File: config.mk
export PLATFORM = sky130hd
export DESIGN_NAME = cip_unit
export DESIGN_NICKNAME = d
export VERILOG_FILES = /design/src/cip_pkg.sv /design/src/cip_arbiter.sv /design/src/cip_io_mover.sv /design/src/cip_unit.sv
export SDC_FILE = /design/constraint.sdc
export NUM_CORES = 1
export LEC_CHECK = 0
export BUFFER_PORTS_ARGS = -buffer_cell sky130_fd_sc_hd__buf_2
export CORE_ASPECT_RATIO = 0.8
export CORE_UTILIZATION = 55
export DETAILED_ROUTE_END_ITERATION = 6
export PLACE_DENSITY = 0.81
export SLEW_MARGIN = 20
export SYNTH_ARGS = -nofsm -noshare
export SYNTH_HDL_FRONTEND = slang
export SYNTH_SLANG_ARGS = --single-unit
File: constraint.sdc
create_clock -name clock -period 14.6 [get_ports clock]
set_clock_uncertainty 0.2 [all_clocks]
set_input_delay 0 -clock clock [delete_from_list [all_inputs] [get_ports clock]]
set_output_delay 0 -clock clock [all_outputs]
set_load 0.02 [all_outputs]
File: src/cip_pkg.sv
package cip_pkg;

  localparam int NUM_INT = 8;
  localparam int NUM_EXT = 2;
  localparam int NUM_SRC = NUM_INT + NUM_EXT;
  localparam int PRI_W = 2;

  localparam logic [7:0] IVH_RESET  = 8'h00;
  localparam logic [7:0] EVH_RESET  = 8'h00;
  localparam logic [7:0] PSTK_RESET = 8'h00;

  // fixed low bytes of service-routine addresses
  localparam logic [7:0] INT_LOW_STEP = 8'h10;
  localparam logic [7:0] EXT_LOW_BASE = 8'h00;
  localparam logic [7:0] EXT_LOW_STEP = 8'h08;

  // restart trap vectors that exist
  localparam logic [7:0] RST_V10 = 8'h10;
  localparam logic [7:0] RST_V18 = 8'h18;
  localparam logic [7:0] RST_V20 = 8'h20;
  localparam logic [7:0] RST_V28 = 8'h28;
  localparam logic [7:0] RST_V38 = 8'h38;

  typedef enum logic [3:0] {
    OP_NONE, OP_PRI_SET, OP_PRI_RESTORE, OP_PRI_PUSH, OP_PRI_POP, OP_INT_RETURN,
    OP_RD_INTV, OP_WR_INTV, OP_RD_EXTV, OP_WR_EXTV, OP_RST
  } cip_op_type;

  typedef enum logic [1:0] {MV_SINGLE, MV_REPEAT, MV_WORD} cip_mv_cmd_type;

endpackage

File: src/cip_arbiter.sv
`timescale 1ns/1ps
module cip_arbiter import cip_pkg::*; (
  input  wire logic [NUM_SRC-1:0]       req,
  input  wire logic [2*NUM_SRC-1:0]     lvl,
  input  wire logic [PRI_W-1:0]         cur,
  output logic                          hit,
  output logic [3:0]                    idx,
  output logic [PRI_W-1:0]              sel_lvl
);

  // highest level wins, lowest index breaks ties
  always_comb begin
    hit = 1'b0;
    idx = 4'h0;
    sel_lvl = 2'h0;
    for (int i = NUM_SRC - 1; i >= 0; i--) begin
      if (req[i] && (lvl[2*i+:2] > cur) && (lvl[2*i+:2] >= sel_lvl)) begin
        hit = 1'b1;
        idx = 4'(i);
        sel_lvl = lvl[2*i+:2];
      end
    end
  end

endmodule // cip_arbiter

File: src/cip_io_mover.sv
`timescale 1ns/1ps
module cip_io_mover import cip_pkg::*; (
  input  wire logic           clock,
  input  wire logic           rst,
  input  wire logic           start,
  input  wire cip_mv_cmd_type cmd,
  input  wire logic           down,
  input  wire logic [15:0]    hl_in,
  input  wire logic [15:0]    de_in,
  input  wire logic [15:0]    bc_in,
  input  wire logic [15:0]    word_in,
  input  wire logic [7:0]     mem_rdata,
  input  wire logic           pause,
  output logic                mem_rd,
  output logic [15:0]         mem_addr,
  output logic                io_we,
  output logic [15:0]         io_addr,
  output logic [7:0]          io_wdata,
  output logic [15:0]         hl,
  output logic [15:0]         de,
  output logic [15:0]         bc,
  output logic                busy,
  output logic                iter_pt,
  output logic                done
);

  typedef enum logic [2:0] {MS_IDLE, MS_RD, MS_WR, MS_GAP, MS_WHI} cip_ms_type;

  typedef struct packed {
    cip_ms_type  st;
    logic [15:0] hl;
    logic [15:0] de;
    logic [15:0] bc;
    logic [15:0] word;
    logic        rep;
    logic        down;
    logic        mem_rd;
    logic        io_we;
    logic        iter;
    logic        done;
    logic [15:0] io_addr;
    logic [7:0]  io_wdata;
  } cip_mv_state_type;

  cip_mv_state_type s;
  cip_mv_state_type next_s;

  always_comb begin
    next_s = s;
    next_s.mem_rd = 1'b0;
    next_s.io_we = 1'b0;
    next_s.iter = 1'b0;
    next_s.done = 1'b0;
    case (s.st)
      MS_IDLE: begin
        if (start) begin
          next_s.hl = hl_in;
          next_s.de = de_in;
          next_s.bc = bc_in;
          next_s.word = word_in;
          next_s.rep = (cmd == MV_REPEAT);
          next_s.down = down;
          if (cmd == MV_WORD) begin
            next_s.io_we = 1'b1;
            next_s.io_addr = de_in;
            next_s.io_wdata = word_in[7:0];
            next_s.st = MS_WHI;
          end else begin
            next_s.mem_rd = 1'b1;
            next_s.st = MS_RD;
          end
        end
      end
      MS_RD: next_s.st = MS_WR;
      MS_WR: begin
        // byte at hl goes to io space at de, both pointers stepped
        next_s.io_we = 1'b1;
        next_s.io_addr = s.de;
        next_s.io_wdata = mem_rdata;
        next_s.hl = s.down ? s.hl - 16'h0001 : s.hl + 16'h0001;
        next_s.de = s.down ? s.de - 16'h0001 : s.de + 16'h0001;
        next_s.bc = s.bc - 16'h0001;
        if (s.rep && (s.bc != 16'h0001)) begin
          next_s.iter = 1'b1;
          next_s.st = MS_GAP;
        end else begin
          next_s.done = 1'b1;
          next_s.st = MS_IDLE;
        end
      end
      MS_GAP: begin
        if (!pause) begin
          next_s.mem_rd = 1'b1;
          next_s.st = MS_RD;
        end
      end
      MS_WHI: begin
        next_s.io_we = 1'b1;
        next_s.io_addr = s.io_addr + 16'h0001;
        next_s.io_wdata = s.word[15:8];
        next_s.done = 1'b1;
        next_s.st = MS_IDLE;
      end
      default: next_s.st = MS_IDLE;
    endcase
  end

  always_ff @(posedge clock or posedge rst) begin
    if (rst) begin
      s <= '0;
    end else begin
      s <= next_s;
    end
  end

  assign mem_rd = s.mem_rd;
  assign mem_addr = s.hl;
  assign io_we = s.io_we;
  assign io_addr = s.io_addr;
  assign io_wdata = s.io_wdata;
  assign hl = s.hl;
  assign de = s.de;
  assign bc = s.bc;
  assign busy = (s.st != MS_IDLE) && (s.st != MS_GAP);
  assign iter_pt = s.iter;
  assign done = s.done;

endmodule // cip_io_mover

File: src/cip_unit.sv
`timescale 1ns/1ps
// Behaviour
// - io-prefixed single move: byte at hl written to io at de, both stepped
// - repeating moves open an interrupt point between iterations
// - word store to io writes two adjacent registers without interruption
// - accepted interrupt pushes return address then jumps to service routine
// - routine address: high byte from vector register, low byte fixed per source
// - separate vector-high registers for internal and external sources
// - vector registers moved only to or from the accumulator by special loads
// - restart traps only at 10,18,20,28,38; others refused
// - restart traps are never masked by priority
// - restart trap high byte comes from internal vector register
// - interrupt entry leaves code segment untouched; routines in root space
// - requests carry levels 1..3; processor runs at 0..3
// - higher request taken after current instruction, not after privileged one
// - current priority sits in the low two bits of priority stack
// - on acceptance priority stack shifts left two, low pair gets level
// - priority restore shifts priority stack right two
// - priority stack can be pushed to and popped from memory stack
// - priority set shifts left two and loads chosen level
// - masking: level must exceed processor priority; at 3 only traps
// - return from interrupt pops priority stack first, then return address
// - after a privileged instruction acceptance waits for a non-privileged one
module cip_unit import cip_pkg::*; (
  input  wire logic                   clock,
  input  wire logic                   rst,
  input  wire logic                   instr_done,
  input  wire logic                   instr_priv,
  input  wire logic                   op_valid,
  input  wire cip_op_type             op,
  input  wire logic [PRI_W-1:0]       op_level,
  input  wire logic [7:0]             rst_vec,
  input  wire logic [7:0]             acc_in,
  input  wire logic [15:0]            return_pc,
  input  wire logic [7:0]             stack_in,
  input  wire logic [NUM_INT-1:0]     int_req,
  input  wire logic [2*NUM_INT-1:0]   int_level,
  input  wire logic [NUM_EXT-1:0]     ext_req,
  input  wire logic [2*NUM_EXT-1:0]   ext_level,
  input  wire logic                   mv_start,
  input  wire cip_mv_cmd_type         mv_cmd,
  input  wire logic                   mv_down,
  input  wire logic [15:0]            hl_in,
  input  wire logic [15:0]            de_in,
  input  wire logic [15:0]            bc_in,
  input  wire logic [15:0]            word_in,
  input  wire logic [7:0]             mem_rdata,
  output logic                        busy,
  output logic [7:0]                  acc_out,
  output logic [7:0]                  priority_stack,
  output logic                        stack_we,
  output logic                        stack_rd,
  output logic [7:0]                  stack_wdata,
  output logic                        pc_load,
  output logic [15:0]                 pc_target,
  output logic [NUM_INT-1:0]          int_ack,
  output logic [NUM_EXT-1:0]          ext_ack,
  output logic                        illegal_op,
  output logic                        mem_rd,
  output logic [15:0]                 mem_addr,
  output logic                        io_we,
  output logic [15:0]                 io_addr,
  output logic [7:0]                  io_wdata,
  output logic [15:0]                 hl_out,
  output logic [15:0]                 de_out,
  output logic [15:0]                 bc_out,
  output logic                        mv_busy,
  output logic                        mv_done
);

  typedef enum logic [2:0] {
    ST_IDLE, ST_PUSH_LO, ST_JUMP, ST_POP_WAIT, ST_POP_DATA
  } cip_st_type;

  typedef struct packed {
    cip_st_type          st;
    logic [7:0]          internal_vector_high;
    logic [7:0]          external_vector_high;
    logic [7:0]          priority_stack;
    logic [15:0]         ret;
    logic [15:0]         tgt;
    logic [7:0]          acc;
    logic [7:0]          stk_wd;
    logic                stk_we;
    logic                stk_rd;
    logic                pc_ld;
    logic [NUM_SRC-1:0]  ack;
    logic                illegal;
    logic                return_from_interrupt_instr;
    logic [1:0]          step;
  } cip_state_type;

  cip_state_type s;
  cip_state_type next_s;

  logic [NUM_SRC-1:0]   all_req;
  logic [2*NUM_SRC-1:0] all_lvl;
  logic                 arb_hit;
  logic [3:0]           arb_idx;
  logic [PRI_W-1:0]     arb_lvl;
  logic                 mv_gap;
  logic                 accept_pt;
  logic                 taking;

  function automatic logic rst_legal(input logic [7:0] v);
    rst_legal = (v == RST_V10) || (v == RST_V18) || (v == RST_V20) ||
                (v == RST_V28) || (v == RST_V38);
  endfunction

  function automatic logic [7:0] vec_low(input logic [3:0] idx);
    if (idx < 4'(NUM_INT)) begin
      vec_low = 8'(idx * INT_LOW_STEP);
    end else begin
      vec_low = EXT_LOW_BASE + 8'((idx - 4'(NUM_INT)) * EXT_LOW_STEP);
    end
  endfunction

  function automatic logic [7:0] push_pri(input logic [7:0] p, input logic [1:0] l);
    push_pri = {p[5:0], l};
  endfunction

  // levels come straight from each peripheral's own control bits
  assign all_req = {ext_req, int_req};
  assign all_lvl = {ext_level, int_level};

  cip_arbiter u_arb (
    .req     (all_req),
    .lvl     (all_lvl),
    .cur     (s.priority_stack[1:0]),
    .hit     (arb_hit),
    .idx     (arb_idx),
    .sel_lvl (arb_lvl)
  );

  cip_io_mover u_mover (
    .clock     (clock),
    .rst       (rst),
    .start     (mv_start),
    .cmd       (mv_cmd),
    .down      (mv_down),
    .hl_in     (hl_in),
    .de_in     (de_in),
    .bc_in     (bc_in),
    .word_in   (word_in),
    .mem_rdata (mem_rdata),
    .pause     (taking || (s.st != ST_IDLE)),
    .mem_rd    (mem_rd),
    .mem_addr  (mem_addr),
    .io_we     (io_we),
    .io_addr   (io_addr),
    .io_wdata  (io_wdata),
    .hl        (hl_out),
    .de        (de_out),
    .bc        (bc_out),
    .busy      (mv_busy),
    .iter_pt   (mv_gap),
    .done      (mv_done)
  );

  // privileged completion never opens a point; atomic moves block it
  assign accept_pt = (instr_done && !instr_priv && !mv_busy) || mv_gap;
  assign taking = (s.st == ST_IDLE) && !op_valid && accept_pt && arb_hit;

  always_comb begin
    next_s = s;
    next_s.stk_we = 1'b0;
    next_s.stk_rd = 1'b0;
    next_s.pc_ld = 1'b0;
    next_s.ack = '0;
    next_s.illegal = 1'b0;
    case (s.st)
      ST_IDLE: begin
        if (op_valid) begin
          case (op)
            OP_PRI_SET: next_s.priority_stack = push_pri(s.priority_stack, op_level);
            OP_PRI_RESTORE: next_s.priority_stack = {2'h0, s.priority_stack[7:2]};
            OP_PRI_PUSH: begin
              next_s.stk_we = 1'b1;
              next_s.stk_wd = s.priority_stack;
            end
            OP_PRI_POP: begin
              next_s.stk_rd = 1'b1;
              next_s.return_from_interrupt_instr = 1'b0;
              next_s.step = 2'h0;
              next_s.st = ST_POP_WAIT;
            end
            OP_INT_RETURN: begin
              next_s.stk_rd = 1'b1;
              next_s.return_from_interrupt_instr = 1'b1;
              next_s.step = 2'h0;
              next_s.st = ST_POP_WAIT;
            end
            OP_RD_INTV: next_s.acc = s.internal_vector_high;
            OP_WR_INTV: next_s.internal_vector_high = acc_in;
            OP_RD_EXTV: next_s.acc = s.external_vector_high;
            OP_WR_EXTV: next_s.external_vector_high = acc_in;
            OP_RST: begin
              if (rst_legal(rst_vec)) begin
                // traps ignore priority and leave the priority stack alone
                next_s.ret = return_pc;
                next_s.tgt = {s.internal_vector_high, rst_vec};
                next_s.stk_we = 1'b1;
                next_s.stk_wd = return_pc[15:8];
                next_s.st = ST_PUSH_LO;
              end else begin
                next_s.illegal = 1'b1;
              end
            end
            default: next_s.illegal = 1'b0;
          endcase
        end else if (taking) begin
          next_s.ret = return_pc;
          if (arb_idx < 4'(NUM_INT)) begin
            next_s.tgt = {s.internal_vector_high, vec_low(arb_idx)};
          end else begin
            next_s.tgt = {s.external_vector_high, vec_low(arb_idx)};
          end
          next_s.priority_stack = push_pri(s.priority_stack, arb_lvl);
          next_s.ack[arb_idx] = 1'b1;
          next_s.stk_we = 1'b1;
          next_s.stk_wd = return_pc[15:8];
          next_s.st = ST_PUSH_LO;
        end
      end
      ST_PUSH_LO: begin
        next_s.stk_we = 1'b1;
        next_s.stk_wd = s.ret[7:0];
        next_s.st = ST_JUMP;
      end
      ST_JUMP: begin
        next_s.pc_ld = 1'b1;
        next_s.st = ST_IDLE;
      end
      ST_POP_WAIT: next_s.st = ST_POP_DATA;
      ST_POP_DATA: begin
        case (s.step)
          2'h0: begin
            next_s.priority_stack = stack_in;
            if (s.return_from_interrupt_instr) begin
              next_s.stk_rd = 1'b1;
              next_s.step = 2'h1;
              next_s.st = ST_POP_WAIT;
            end else begin
              next_s.st = ST_IDLE;
            end
          end
          2'h1: begin
            next_s.ret[7:0] = stack_in;
            next_s.stk_rd = 1'b1;
            next_s.step = 2'h2;
            next_s.st = ST_POP_WAIT;
          end
          default: begin
            next_s.tgt = {stack_in, s.ret[7:0]};
            next_s.pc_ld = 1'b1;
            next_s.st = ST_IDLE;
          end
        endcase
      end
      default: next_s.st = ST_IDLE;
    endcase
  end

  always_ff @(posedge clock or posedge rst) begin
    if (rst) begin
      s <= '0;
      s.internal_vector_high <= IVH_RESET;
      s.external_vector_high <= EVH_RESET;
      s.priority_stack <= PSTK_RESET;
    end else begin
      s <= next_s;
    end
  end

  assign busy = (s.st != ST_IDLE);
  assign acc_out = s.acc;
  assign priority_stack = s.priority_stack;
  assign stack_we = s.stk_we;
  assign stack_rd = s.stk_rd;
  assign stack_wdata = s.stk_wd;
  assign pc_load = s.pc_ld;
  // only a 16-bit root address is given; the code segment is never written
  assign pc_target = s.tgt;
  assign int_ack = s.ack[NUM_INT-1:0];
  assign ext_ack = s.ack[NUM_SRC-1:NUM_INT];
  assign illegal_op = s.illegal;

endmodule // cip_unit

==> flow_summary.json <==
{
  "setup.worst_path.end_class": "register",
  "p_leak_nw": 7.355,
  "wl_mm": 39.39,
  "max_cap_viol_count": 0,
  "postSynthAreaPerCell_um2": 8.533,
  "nets": 1951,
  "synth-seq-cells": 173,
  "viasPerCell": 6.077,
  "final-setup-viol-count": 0,
  "finalHoldViolations": 0,
  "place_ws_ns": 0.6809,
  "dp_cells": 1858,
  "stdcell_area_um2": 15200,
  "fmax_ghz": 0.07183,
  "htreeDepth": 4,
  "hold_class": "input pin to register",
  "dr_wl_met3_mm": 3.785,
  "clk_pin_slew_ns": 0.08,
  "synth-edff-count": 0,
  "n_fill_cell": 1620,
  "critPathMaxStageDelay_ns": 0.56,
  "grt_overflow": 0,
  "grt_first_pass_wirelength_mm": 60.70,
  "vdd_ir_drop_max_v": 0.0001244,
  "path_class": "register to register",
  "clock_sinks": 173,
  "die_width_um": 169.0,
  "grt_max_degree": 103,
  "tightestPinTransition_ns": 0.9530,
  "start_util": 0.5644,
  "ant_nets": 0,
  "ys_seq_area_frac": 0.3528,
  "io_pins": 304,
  "antenna_found_initial": 0,
  "crit_path_start_kind": "register",
  "die-area_um2": 22910,
  "drive_gt1_frac": 0.2385,
  "setup_slack_ns": 0.6785,
  "cts_root_buf": "clkbuf_16",
  "switchingPower_mw": 1.755,
  "cts-buffers-inserted": 17,
  "vias": 12410,
  "utilization": 0.6990,
  "portBuffers": 303,
  "power.share.sequential": 0.261,
  "rows": 48,
  "met2_length_mm": 17.63,
  "p_total_mw": 3.519,
  "synth_fp_nets": 1662,
  "netlist_instances": 1438,
  "track_usage": 0.3359,
  "tritoncts": "built",
  "gp_congestion": 0.9709,
  "first_global_vias": 11840,
  "cp.arrival_ns": 14.03,
  "crit_fanout": 11,
  "top_layer": "met4",
  "area.growth.synth_to_final_pct": 23.84,
  "die_y_um": 135.6,
  "cp_slowest_cell": "dlygate4sd3_1",
  "dpl.hpwl_mm": 25.64,
  "p_sw_frac": 0.4988,
  "p_comb_frac": 0.602,
  "cpMostUsedCell": "ha_1",
  "ys_warn_count": 0,
  "period_share": 0.9535,
  "p_clk_frac": 0.138,
  "drc": 0,
  "final_cells": 2042,
  "drt-pass1-iter-count": 7,
  "clk_latency_ns": 0.44,
  "synth_area_um2": 12270,
  "status": "completed",
  "drv_slew": 0,
  "drt-initial-drc-count": 1215,
  "cts_buffer_depth": 2,
  "wl_per_cell_um": 19.29,
  "ys_types": 84,
  "asyncSetResetFlopFracSynth": 1.000,
  "min_period_ns": 13.92,
  "power_density_nw_per_um2": 231.6,
  "place_area_um2": 13020,
  "core_area_um2": 21740,
  "synth_flop_cell": "dfrtp_1",
  "p_int_mw": 1.764,
  "routedLengthMet1_mm": 16.29,
  "cp_data_required_time_ns": 14.71,
  "relSlewSlack": 0.3623
}
metal layers:
| metal | GRT usage | up-vias |
|---|---|---|
| li1 | - | 5630 |
| met1 | 0.4333 | 5802 |
| met2 | 0.5285 | 787 |
| met3 | 0.08969 | 190 |
| met4 | 0.1547 | 0 |
| met5 | 0 | - |
layout make-up:
type	instances	area, um2	share of cell area
timing repair buffer	469	3131	0.2060
antenna	2	5.005	0.0003294
tap	300	375.4	0.02470
clock buffer	17	425.4	0.02800
clock inverter	15	206.4	0.01359
inverter	54	207.7	0.01367
multi-input combinational	1012	6516	0.4288
sequential	173	4329	0.2849
state kept, by name (all words and copies together) (netlist names), 2 cells and up:
signal and count:
stack_wdata 8, acc_out 8, pc_target 16, u_mover.hl 16
u_mover.io_wdata 8, u_mover.io_addr 16, u_mover.bc 16, priority_stack 8
s 30, u_mover.de 16, ext_ack 2, int_ack 8
u_mover.s 13
per-stage QoR:
stage / hold slack (ns) / setup TNS [ns]
2_1_floorplan: -0.1001 / 0
6_report: 0.05062 / 0
5_1_grt: 0.06264 / -0.6932
3_3_place_gp: -0.007228 / 0
3_5_place_dp: -0.002563 / 0
4_1_cts: 0.01308 / 0
critical path: cells and delay by family, from the launching register on:
| family | cells | cell delay, ns |
|---|---|---|
| DFF | 1 | 0.41 |
| muxes | 3 | 0.89 |
| AOI/OAI and AO/OA | 20 | 4.63 |
| adders and majority gates | 10 | 2.71 |
| buffers and inverters | 6 | 1.07 |
| and+or+nand+nor | 25 | 3.86 |
power by group through the flow:
stage	combinational (mW)	sequential [mW]	clock [mW]
global placement	1.89	0.902	0
detailed placement	1.96	0.907	0
CTS	2.03	0.899	0.489
floorplan	1.69	0.847	0
finish	2.12	0.917	0.484
global route	2.31	0.939	0.508
path summary, 6_finish.rpt:
check,start,to,slack (ns),cells after the start
max,priority_stack[1],priority_stack[0],0.68,64
min,ext_req[1],int_ack[2],0.05,5
max reg2reg,priority_stack[1],priority_stack[0],0.68,64
min reg2reg,u_mover.s[39],u_mover.s[39],0.28,2
max in group asynchronous,rst,u_mover.s[43],12.52,4
min in group asynchronous,rst,acc_out[5],0.13,3
logic make-up (layout without fill, tap and decap cells):
logic type      count (synthesis)  in the layout  synth area share
simple gates                  508            508            0.1930
compound gates                364            364            0.2023
buf+inv                       253            555            0.1213
flops                         173            173            0.3528
fa+ha+maj                      67             67           0.06954
mux                            52             52           0.04599
xor+xnor                       21             21           0.01499
other cells                     0              2                 0
cell usage after synthesis, drive strengths merged, types with 9 or more instances:
library cell	instances	share of area
a211oi	18	0.011
a21o	11	0.0067
a21oi	83	0.036
a221o	15	0.012
a221oi	12	0.0086
a22oi	18	0.011
a31oi	33	0.017
and2	9	0.0046
and3	35	0.018
buf	146	0.089
clkbuf	53	0.016
dfrtp	173	0.35
ha	65	0.066
inv	53	0.016
mux2	32	0.030
mux2i	20	0.016
nand2	198	0.061
nand2b	14	0.0071
nand3	50	0.021
nor2	105	0.033
nor2b	11	0.0058
nor3	38	0.015
nor4	11	0.0056
o21ai	79	0.033
o31ai	11	0.0067
or3	9	0.0046
xnor2	13	0.0093
layout by cell type, fill, tap and decap left out, drive strengths merged, types with 8 or more instances in the layout:
| master | count |
|---|---|
| and2 | 9 |
| a22oi | 18 |
| buf | 322 |
| inv | 59 |
| a21o | 11 |
| o22ai | 8 |
| and3 | 35 |
| nor3b | 8 |
| nor4 | 11 |
| clkinv | 10 |
| clkbuf | 17 |
| nor2b | 11 |
| xnor2 | 13 |
| xor2 | 8 |
| a221oi | 12 |
| nor3 | 38 |
| mux2i | 20 |
| a221o | 15 |
| mux2 | 32 |
| dlygate4sd3 | 147 |
| nor2 | 105 |
| a21oi | 83 |
| nand2b | 14 |
| o21ai | 79 |
| nand3 | 50 |
| ha | 65 |
| a211oi | 18 |
| nand2 | 198 |
| or3 | 9 |
| dfrtp | 173 |
| a31oi | 33 |
| o31ai | 11 |
repair_timing:
| item | 4_1_cts | 5_1_grt |
|---|---|---|
| setup buffers | 0 | 3 |
| endpoints found under the hold margin | 255 | 0 |
| gates resized for setup | 0 | 9 |
| hold buffers | 147 | 0 |
| endpoints found under the setup margin | 0 | 54 |
Power figures use the tool's default switching activity.
